===== config.mk =====
export PLATFORM = sky130hd
export DESIGN_NAME = vdr_regs
export DESIGN_NICKNAME = d
export VERILOG_FILES = /design/src/shared/vdr_pkg.sv /design/src/hw/vdr_regs.sv
export SDC_FILE = /design/constraint.sdc
export NUM_CORES = 1
export LEC_CHECK = 0
export ABC_AREA = 1
export BUFFER_PORTS_ARGS = -buffer_cell sky130_fd_sc_hd__buf_2
export CORE_ASPECT_RATIO = 0.7
export CORE_UTILIZATION = 45
export CTS_CLUSTER_SIZE = 12
export DETAILED_ROUTE_END_ITERATION = 7
export PLACE_DENSITY = 0.68
export SYNTH_ARGS = -nofsm -noshare
export SYNTH_HDL_FRONTEND = slang
export SYNTH_SLANG_ARGS = --single-unit
export TNS_END_PERCENT = 100

===== constraint.sdc =====
create_clock -name clk -period 7 [get_ports clk]
set_clock_uncertainty 0.1 [all_clocks]
set_input_delay 0.35 -clock clk [delete_from_list [all_inputs] [get_ports clk]]
set_output_delay 0.35 -clock clk [all_outputs]
set_load 0.02 [all_outputs]

===== src/shared/vdr_pkg.sv =====
package vdr_pkg;

	// ************************************************************
	// register offsets (byte index on the 8-bit control port)
	// ************************************************************
	localparam logic [7:0] EDH0_ADDR = 8'h01;
	localparam logic [7:0] EDH1_ADDR = 8'h02;
	localparam logic [7:0] EDH2_ADDR = 8'h03;
	localparam logic [7:0] ANC0_ADDR = 8'h04;
	localparam logic [7:0] ANC1_ADDR = 8'h05;
	localparam logic [7:0] ANC2_ADDR = 8'h06;
	localparam logic [7:0] ANC3_ADDR = 8'h07;
	localparam logic [7:0] ANC4_ADDR = 8'h08;
	localparam logic [7:0] ANC5_ADDR = 8'h17;
	localparam logic [7:0] ANC6_ADDR = 8'h18;
	localparam logic [7:0] FMT0_ADDR = 8'h0b;
	localparam logic [7:0] FMT1_ADDR = 8'h0c;
	localparam logic [7:0] TEST0_ADDR = 8'h0d;
	localparam logic [7:0] VINFO0_ADDR = 8'h0e;
	localparam logic [7:0] PIN0_ADDR = 8'h0f;
	localparam logic [7:0] VCTL0_ADDR = 8'h55;
	localparam logic [7:0] VCTL1_ADDR = 8'h56;
	localparam logic [7:0] REFCLK_ADDR = 8'h67;
	localparam logic [7:0] INT_STAT_ADDR = 8'h70;
	localparam logic [7:0] INT_MASK_ADDR = 8'h71;

	// ************************************************************
	// multi-function pin codes
	// ************************************************************
	localparam int PIN_COUNT = 8;
	localparam logic [5:0] NUM_OUT_FN = 6'h16; // codes below drive out
	localparam logic [5:0] IN_FN_BASE = 6'h20; // codes 20h..27h are inputs
	localparam logic [5:0] FN_CRC_ERR = 6'h00;
	localparam logic [5:0] FN_FIFO_EMPTY = 6'h07;
	localparam logic [5:0] FN_H = 6'h0d;
	localparam logic [5:0] FN_V = 6'h0e;
	localparam logic [5:0] FN_F = 6'h0f;
	localparam logic [5:0] FN_EAV = 6'h12;
	localparam logic [5:0] FN_LOCK = 6'h13;
	localparam logic [5:0] FN_FORMAT4 = 6'h15;
	localparam logic [7:0][5:0] PIN_SEL_RST = {FN_EAV, FN_FIFO_EMPTY,
		FN_CRC_ERR, FN_LOCK, FN_FORMAT4, FN_H, FN_V, FN_F};

	// ************************************************************
	// carriers
	// ************************************************************
	typedef struct packed {
		logic edh_force, edh_enable, crc_replace, cksum_force;
		logic [15:0] anc_id;
		logic [15:0] anc_mask;
		logic msg_track, msg_flush_static, fifo_flush_static;
		logic fifo_clk_en, extract_en;
		logic [2:0] vfifo_depth;
		logic [4:0] fmt_set;
		logic sd_only, hd_only, framing_mode, framing_en;
		logic descramble, nrzi, lsb_clip, sync_det;
		logic dedither, vdedither, unscrambled;
		logic [5:0] tp_sel;
		logic tpg_en, bar_filter_enable;
		logic [1:0] ref_clk;
		logic ext_vclk;
		logic [7:0][5:0] pin_sel;
		logic [7:0] int_mask;
	} vdr_cfg_s;

	typedef struct packed {
		logic crc_err, crc_luma, crc_chroma;
		logic [4:0] ff_flags, ap_flags, anc_flags;
		logic ff_err, ap_err, anc_err, cksum_err;
		logic fifo_empty, fifo_90, fifo_full, fifo_overrun;
		logic full_msg, short_msg;
		logic [4:0] format;
		logic h, v, f, new_sync_position_flag, sav, eav, lock, pass_fail;
	} vdr_stat_s;

	// ************************************************************
	// reset values
	// ************************************************************
	localparam vdr_cfg_s CFG_RST = '{edh_enable: 1'b1,
		anc_mask: 16'hffff, framing_mode: 1'b1, framing_en: 1'b1,
		descramble: 1'b1, nrzi: 1'b1, lsb_clip: 1'b1, sync_det: 1'b1,
		pin_sel: PIN_SEL_RST, default: '0};
	localparam vdr_stat_s STAT_RST = '{fifo_empty: 1'b1, default: '0};

endpackage


===== src/hw/vdr_regs.sv =====
// Decided for this implementation: the address-and-strobe port and the register offsets.
`timescale 1ns/1ps
// Overview of operation
// - keep mode settings and capture the device's operating results in registers.
// - route status functions out and control functions in over the I/O pins.
// - power-on pin map: crc 5, fifo empty 6, lock 4, eav 7, h 2, v 1.
// - every one-bit flag is positive logic, set reads as one.
// - error flags read-only and cleared at reset; edh force off, enable on.
// - ancillary id resets 0000h, mask ffffh, fifo empty set, other fifo flags clear.
// - sync position, sav and eav are read-only and routable to pins.
// - six-bit pattern select resets to zero, generator off, pass/fail read-only.
// - crc replace, unscrambled and external video clock start off.
// - fifo depth, format set, reference clock and pin map reset as documented.
// - reset loads its defaults into all latches and registers of the bank.
module vdr_regs
	import vdr_pkg::*;
#(
	parameter int PINS = PIN_COUNT
) (
	// clock and reset
	input wire logic clk,
	input wire logic rst,
	input wire logic ce,
	// register port
	input wire logic [7:0] addr,
	input wire logic [7:0] wdata,
	input wire logic wr,
	input wire logic rd,
	output logic [7:0] rdata,
	// device side
	input wire vdr_stat_s stat_in,
	output vdr_cfg_s ctl,
	output logic irq,
	// multi-function pins
	input wire logic [7:0] io_in,
	output logic [7:0] io_out,
	output logic [7:0] io_oe
);

	// ************************************************************
	// state
	// ************************************************************
	typedef struct packed {
		vdr_cfg_s cfg;
		vdr_cfg_s eff;
		vdr_stat_s st;
		logic [7:0] sticky;
		logic [7:0] sync1, sync2;
		logic [7:0] rdata, io_out, io_oe;
		logic irq;
	} vdr_state_s;

	vdr_state_s s;
	vdr_state_s next_s;
	logic [21:0] fn_vec;
	logic [7:0] ev;

	// the pin mux is sized for eight pins and 6-bit codes only
	if (PINS != 8) begin : g_pins_check
		$error("vdr_regs serves exactly eight multi-function pins");
	end

	// status functions in pin-code order; taken from the input itself
	// so the comb block does not read back what it writes
	assign fn_vec = {stat_in.format[4], stat_in.pass_fail,
		stat_in.lock, stat_in.eav, stat_in.sav,
		stat_in.new_sync_position_flag, stat_in.f, stat_in.v,
		stat_in.h, stat_in.short_msg, stat_in.full_msg,
		stat_in.fifo_overrun, stat_in.fifo_full, stat_in.fifo_90,
		stat_in.fifo_empty, stat_in.cksum_err, stat_in.anc_err,
		stat_in.ap_err, stat_in.ff_err, stat_in.crc_chroma,
		stat_in.crc_luma, stat_in.crc_err};

	// interrupt events: rising edges of error and status flags, and loss of lock
	assign ev = {stat_in.pass_fail & ~s.st.pass_fail,
		s.st.lock & ~stat_in.lock,
		stat_in.new_sync_position_flag & ~s.st.new_sync_position_flag,
		stat_in.fifo_full & ~s.st.fifo_full,
		stat_in.fifo_overrun & ~s.st.fifo_overrun,
		stat_in.cksum_err & ~s.st.cksum_err,
		(stat_in.ff_err | stat_in.ap_err | stat_in.anc_err) &
			~(s.st.ff_err | s.st.ap_err | s.st.anc_err),
		stat_in.crc_err & ~s.st.crc_err};

	// ************************************************************
	// next-state logic
	// ************************************************************
	always_comb begin
		next_s = s;
		// status is captured straight from the device, so a host write
		// has no path into it
		next_s.st = stat_in;
		next_s.sync1 = io_in;
		next_s.sync2 = s.sync1;
		// register writes; read-only fields are simply not decoded
		if (wr) begin
			unique case (addr)
				EDH0_ADDR: begin
					next_s.cfg.edh_force = wdata[6];
					next_s.cfg.edh_enable = wdata[5];
				end
				EDH1_ADDR: next_s.cfg.crc_replace = wdata[7];
				ANC0_ADDR: begin
					next_s.cfg.vfifo_depth = wdata[7:5];
					next_s.cfg.cksum_force = wdata[0];
				end
				ANC1_ADDR: next_s.cfg.anc_id[7:0] = wdata;
				ANC2_ADDR: next_s.cfg.anc_id[15:8] = wdata;
				ANC3_ADDR: next_s.cfg.anc_mask[7:0] = wdata;
				ANC4_ADDR: next_s.cfg.anc_mask[15:8] = wdata;
				ANC5_ADDR: begin
					next_s.cfg.extract_en = wdata[7];
					next_s.cfg.fifo_clk_en = wdata[6];
					next_s.cfg.fifo_flush_static = wdata[3];
					next_s.cfg.msg_flush_static = wdata[1];
					next_s.cfg.msg_track = wdata[0];
				end
				FMT0_ADDR: begin
					next_s.cfg.sd_only = wdata[7];
					next_s.cfg.hd_only = wdata[6];
					next_s.cfg.framing_mode = wdata[5];
					next_s.cfg.fmt_set = wdata[4:0];
				end
				TEST0_ADDR: begin
					next_s.cfg.tpg_en = wdata[6];
					next_s.cfg.tp_sel = wdata[5:0];
				end
				VINFO0_ADDR: begin
					next_s.cfg.vdedither = wdata[7];
					next_s.cfg.bar_filter_enable = wdata[6];
					next_s.cfg.dedither = wdata[5];
					next_s.cfg.framing_en = wdata[3];
				end
				VCTL0_ADDR: begin
					next_s.cfg.ext_vclk = wdata[7];
					next_s.cfg.sync_det = wdata[3];
					next_s.cfg.lsb_clip = wdata[2];
					next_s.cfg.nrzi = wdata[1];
					next_s.cfg.descramble = wdata[0];
				end
				VCTL1_ADDR: next_s.cfg.unscrambled = wdata[0];
				REFCLK_ADDR: next_s.cfg.ref_clk = wdata[7:6];
				INT_MASK_ADDR: next_s.cfg.int_mask = wdata;
				default: begin
					if (addr >= PIN0_ADDR && addr < ANC5_ADDR) begin
						next_s.cfg.pin_sel[3'(addr - PIN0_ADDR)] =
							wdata[7:2];
					end
				end
			endcase
		end
		// read data stand only in the cycle after the strobe
		next_s.rdata = 8'h00;
		if (rd) begin
			unique case (addr)
				EDH0_ADDR: next_s.rdata = {s.st.crc_err, s.cfg.edh_force,
					s.cfg.edh_enable, s.st.ff_flags};
				EDH1_ADDR: next_s.rdata = {s.cfg.crc_replace,
					s.st.crc_luma, s.st.crc_chroma, s.st.ap_flags};
				EDH2_ADDR: next_s.rdata = {s.st.ff_err, s.st.ap_err,
					s.st.anc_err, s.st.anc_flags};
				ANC0_ADDR: next_s.rdata = {s.cfg.vfifo_depth,
					s.st.fifo_overrun, s.st.fifo_empty, s.st.fifo_full,
					s.st.cksum_err, s.cfg.cksum_force};
				ANC1_ADDR: next_s.rdata = s.cfg.anc_id[7:0];
				ANC2_ADDR: next_s.rdata = s.cfg.anc_id[15:8];
				ANC3_ADDR: next_s.rdata = s.cfg.anc_mask[7:0];
				ANC4_ADDR: next_s.rdata = s.cfg.anc_mask[15:8];
				ANC5_ADDR: next_s.rdata = {s.cfg.extract_en,
					s.cfg.fifo_clk_en, s.st.full_msg, 1'b0,
					s.cfg.fifo_flush_static, 1'b0,
					s.cfg.msg_flush_static, s.cfg.msg_track};
				ANC6_ADDR: next_s.rdata = {s.st.fifo_90, s.st.short_msg,
					6'h00};
				FMT0_ADDR: next_s.rdata = {s.cfg.sd_only, s.cfg.hd_only,
					s.cfg.framing_mode, s.cfg.fmt_set};
				FMT1_ADDR: next_s.rdata = {s.st.format, s.st.h, s.st.v,
					s.st.f};
				TEST0_ADDR: next_s.rdata = {s.st.pass_fail, s.cfg.tpg_en,
					s.cfg.tp_sel};
				VINFO0_ADDR: next_s.rdata = {s.cfg.vdedither,
					s.cfg.bar_filter_enable, s.cfg.dedither, s.st.lock,
					s.cfg.framing_en, s.st.sav,
					s.st.new_sync_position_flag, s.st.eav};
				VCTL0_ADDR: next_s.rdata = {s.cfg.ext_vclk, 3'h0,
					s.cfg.sync_det, s.cfg.lsb_clip, s.cfg.nrzi,
					s.cfg.descramble};
				VCTL1_ADDR: next_s.rdata = {7'h00, s.cfg.unscrambled};
				REFCLK_ADDR: next_s.rdata = {s.cfg.ref_clk, 6'h00};
				INT_STAT_ADDR: next_s.rdata = s.sticky;
				INT_MASK_ADDR: next_s.rdata = s.cfg.int_mask;
				default: begin
					if (addr >= PIN0_ADDR && addr < ANC5_ADDR) begin
						next_s.rdata = {s.cfg.pin_sel[3'(addr - PIN0_ADDR)],
							2'b00};
					end
				end
			endcase
		end
		// read clears the sticky bits, but a new event wins
		if (rd && addr == INT_STAT_ADDR) begin
			next_s.sticky = 8'h00;
		end
		next_s.sticky = next_s.sticky | ev;
		next_s.irq = |(next_s.sticky & next_s.cfg.int_mask);
		// pins: output functions drive, input functions override a bit
		next_s.eff = next_s.cfg;
		for (int k = 0; k < 8; k++) begin
			next_s.io_oe[k] = next_s.cfg.pin_sel[k] < NUM_OUT_FN;
			next_s.io_out[k] = 1'b0;
			if (next_s.io_oe[k]) begin
				next_s.io_out[k] = fn_vec[5'(next_s.cfg.pin_sel[k])];
			end
			unique case (next_s.cfg.pin_sel[k] ^ IN_FN_BASE)
				6'h00: next_s.eff.edh_force = s.sync2[k];
				6'h01: next_s.eff.edh_enable = s.sync2[k];
				6'h02: next_s.eff.cksum_force = s.sync2[k];
				6'h03: next_s.eff.extract_en = s.sync2[k];
				6'h04: next_s.eff.framing_en = s.sync2[k];
				6'h05: next_s.eff.dedither = s.sync2[k];
				6'h06: next_s.eff.vdedither = s.sync2[k];
				6'h07: next_s.eff.tpg_en = s.sync2[k];
				default: ;
			endcase
		end
	end

	// ************************************************************
	// state register
	// ************************************************************
	// reset loads documented defaults; ce low freezes the whole bank
	always_ff @(posedge clk or posedge rst) begin
		if (rst) begin
			s <= '{cfg: CFG_RST, eff: CFG_RST, st: STAT_RST,
				default: '0};
		end else if (ce) begin
			s <= next_s;
		end
	end

	assign rdata = s.rdata;
	assign ctl = s.eff;
	assign irq = s.irq;
	assign io_out = s.io_out;
	assign io_oe = s.io_oe;
endmodule


==> summary.md <==
| Metric | Value |
|---|---|
| Slew headroom | 26.9% |
| Crit-path most repeated cell | nand2_1 |
| # fillers | 3426 |
| Final-report hold violation count | 0 |
| Setup TNS | 0 ns |
| Syn Inst Count | 2227 |
| Unique masters post-synth | 52 |
| Core ar. | 33600 sq um |
| Vias in the first global route | 14213 |
| Ys async rst share | 100% |
| Post-CTS setup buffer count | 0 |
| Chip height | 157 microns |
| First-pass GRT wire length | 89.5 mm |
| Largest net degree at the start of global routing | 98 |
| RSZ-0062 raised after global routing | false |
| Commonest non-fill, non-tap cell in the layout | nand2_1 |
| Gpl congestion | 1.06 |
| Final setup viols | 0 |
| Fin crit share | 65.0% |
| Minimum clock period | 4.55 ns |
| CP endpoint kind | flop |
| Mapped cell area | 15300 sq um |
| Routed Antenna Nets | 0 |
| Die area | 34900 sq um |
| TritonCTS buffer count | 26 |
| IO buf count | 221 |
| Iter 0 DRT Violations | 2301 |
| Post-Route WL | 60.7 mm |
| Placed Cells | 2665 |
| Crit Path Category | input pin to flop |
| Drt via density | 5.80 |
| Clock buffer depth | 3 |
| Layout area overhead | 9.29% |
| Initial antenna violation count | 1 |
| Ys flop type | dfrtp_1 |
| Startpoint types | input pin |
| Max Clock Freq | 0.220 GHz |
| Worst-Skew Late Latency | 0.56 ns |
| Register Area | 5690 sq um |
| FF+latch count, synth | 225 |
| Status | finished, final reports clean |
| Slowest stage delay, CP | 0.65 ns |
| Clock slew at reported path FFs | 0.07 ns |
| Worst vdd ir | 0.000191 V |
| Reg2reg start | s[89] |
| HP Start | stat_in[6] |
| Gr usage total | 34.2% |
| Post-DP HPWL | 45.8 mm |
| Warnings, synthesis | 0 |
| Multi-input logic area | 7150 sq um |
| P per Cell Area | 265 nW/um^2 |
| Worst hold path type | input pin to flop |
| Sequential share of the synthesized area | 37.1% |
| NumNets Final | 2362 |
| Starting Density | 45.7% |
| H-Tree Depth | 1 |
| Synthesized area per cell | 6.89 sq um |
| Overall via count from detail_route | 15915 |
| CTS Sinks | 225 |
| Grt total ovfl | 0 |
| Root Buffer | clkbuf_16 |
| Least-Margin Pin Slew | 1.07 ns |
| Share of layout cells above drive strength 1 | 17.3% |
| DRT Pass-1 Iters | 7 |
| Drc violations | 0 |
| Die width | 223 microns |
| Most frequent cells in the layout | 674 x nand2_1, 278 x o21ai_0, 245 x inv_1 |
| P_leak | 0.00839 uW |
| EDFF count, synth | 0 |
| Max-cap viol count | 0 |
| Critical path data arrival time | 4.89 ns |
| Post-route insts no fill | 2743 |
| Row count | 56 |
| Fin. max-slew vios | 0 |
| Final hold slack | 0.0356 ns |
| Io pins | 222 |
| Crit path from | addr[0] |
| Routed length per instance | 22.1 microns |
| CTS tree | built |
| Mapped Nets | 2302 |
| Crit Path Max Fanout | 53 |
| Crit-path slowest cell | o21ai_1 |
| Required @ worst endpoint | 7.34 ns |
[layout make-up]
| type | count | share of cell area (%) |
|---|---|---|
| well taps | 435 | 3.24 |
| multi-input cells | 1499 | 42.6 |
| diodes | 1 | 0.0149 |
| inverters | 273 | 6.17 |
| clock inverters | 7 | 0.589 |
| clock buffers | 41 | 4.58 |
| repair buffers | 262 | 8.88 |
| flip-flops and latches | 225 | 33.9 |
[registers in the layout (all words and copies together) (netlist names)]
name and count:
rdata 8, io_oe 8, ctl 127, next_s 8, irq 1, s 65
io_out 8
[cells by family after synthesis]
kind of cell / count (synthesis) / synth area share, %
flops: 225 / 37.1
xor+xnor: 1 / 0.0571
buf+inv: 503 / 16.4
mux: 2 / 0.130
fa+ha+maj: 5 / 0.408
simple gates: 980 / 26.8
compound gates: 511 / 19.2
[critical path: cells and delay by family]
family	cells	cell delay, ns
and+or+nand+nor	19	2.42
AOI/OAI and AO/OA	1	0.65
adders and majority gates	1	0.38
buffers and inverters	5	1.08
[per-layer routing]
metal / part of all wire, % / global-route usage (%) / vias to the layer above
met2: 38 / 44.7 / 1091
li1: - / - / 7245
met5: 0 / 0 / -
met1: 44 / 51.1 / 7487
met3: 16 / 14.3 / 92
met4: 2.1 / 7.36 / 0
[cell usage after synthesis (38+ instances only)]
library cell	instances	area share [%]
nand2_1	674	16
o21ai_0	278	9.1
inv_1	247	6.0
dfrtp_1	178	29
buf_4	153	7.5
nor2_1	117	2.9
nand3_1	100	3.3
clkbuf_1	63	1.5
o22ai_1	56	2.3
o21ai_1	51	1.7
dfstp_2	47	8.0
a21oi_1	38	1.2
[where the power goes]
group	leakage [uW]	total (uW)	internal (uW)	switching (uW)
Clock	0.000412	1420	828	594
Sequential	0.00278	1600	1460	138
Combinational	0.00521	1420	395	1030
[through the flow]
stage | util (%) | setup WS [ns] | total power (uW) | area, sq um
after floorplan | - | 0.465 | 2610 | 15300
after global placement | 46.5 | 2.28 | 2960 | 15600
after detailed placement | 46.5 | 2.23 | 2970 | 15600
after CTS | 50.0 | 2.79 | 4400 | 16800
after global routing | 50.0 | 2.24 | 4640 | 16800
final | 50.0 | 2.45 | 4450 | 16800
[path summary, 6_finish.rpt]
path | cells after the start | endpoint | slack, ns
min | 3 | s[55] | 0.04
max reg2reg | 7 | rdata[7] | 4.44
min in group asynchronous | 3 | rdata[5] | 0.37
max | 26 | ctl[126] | 2.45
max in group asynchronous | 4 | s[73] | 5.02
min reg2reg | 2 | next_s[28] | 0.37
[timing repair]
action | in CTS | in global routing
gates resized for setup | 0 | 0
endpoints found under the hold margin | 94 | 0
hold buffers | 29 | 0
Note: power is estimated with default switching activity, not from simulation.
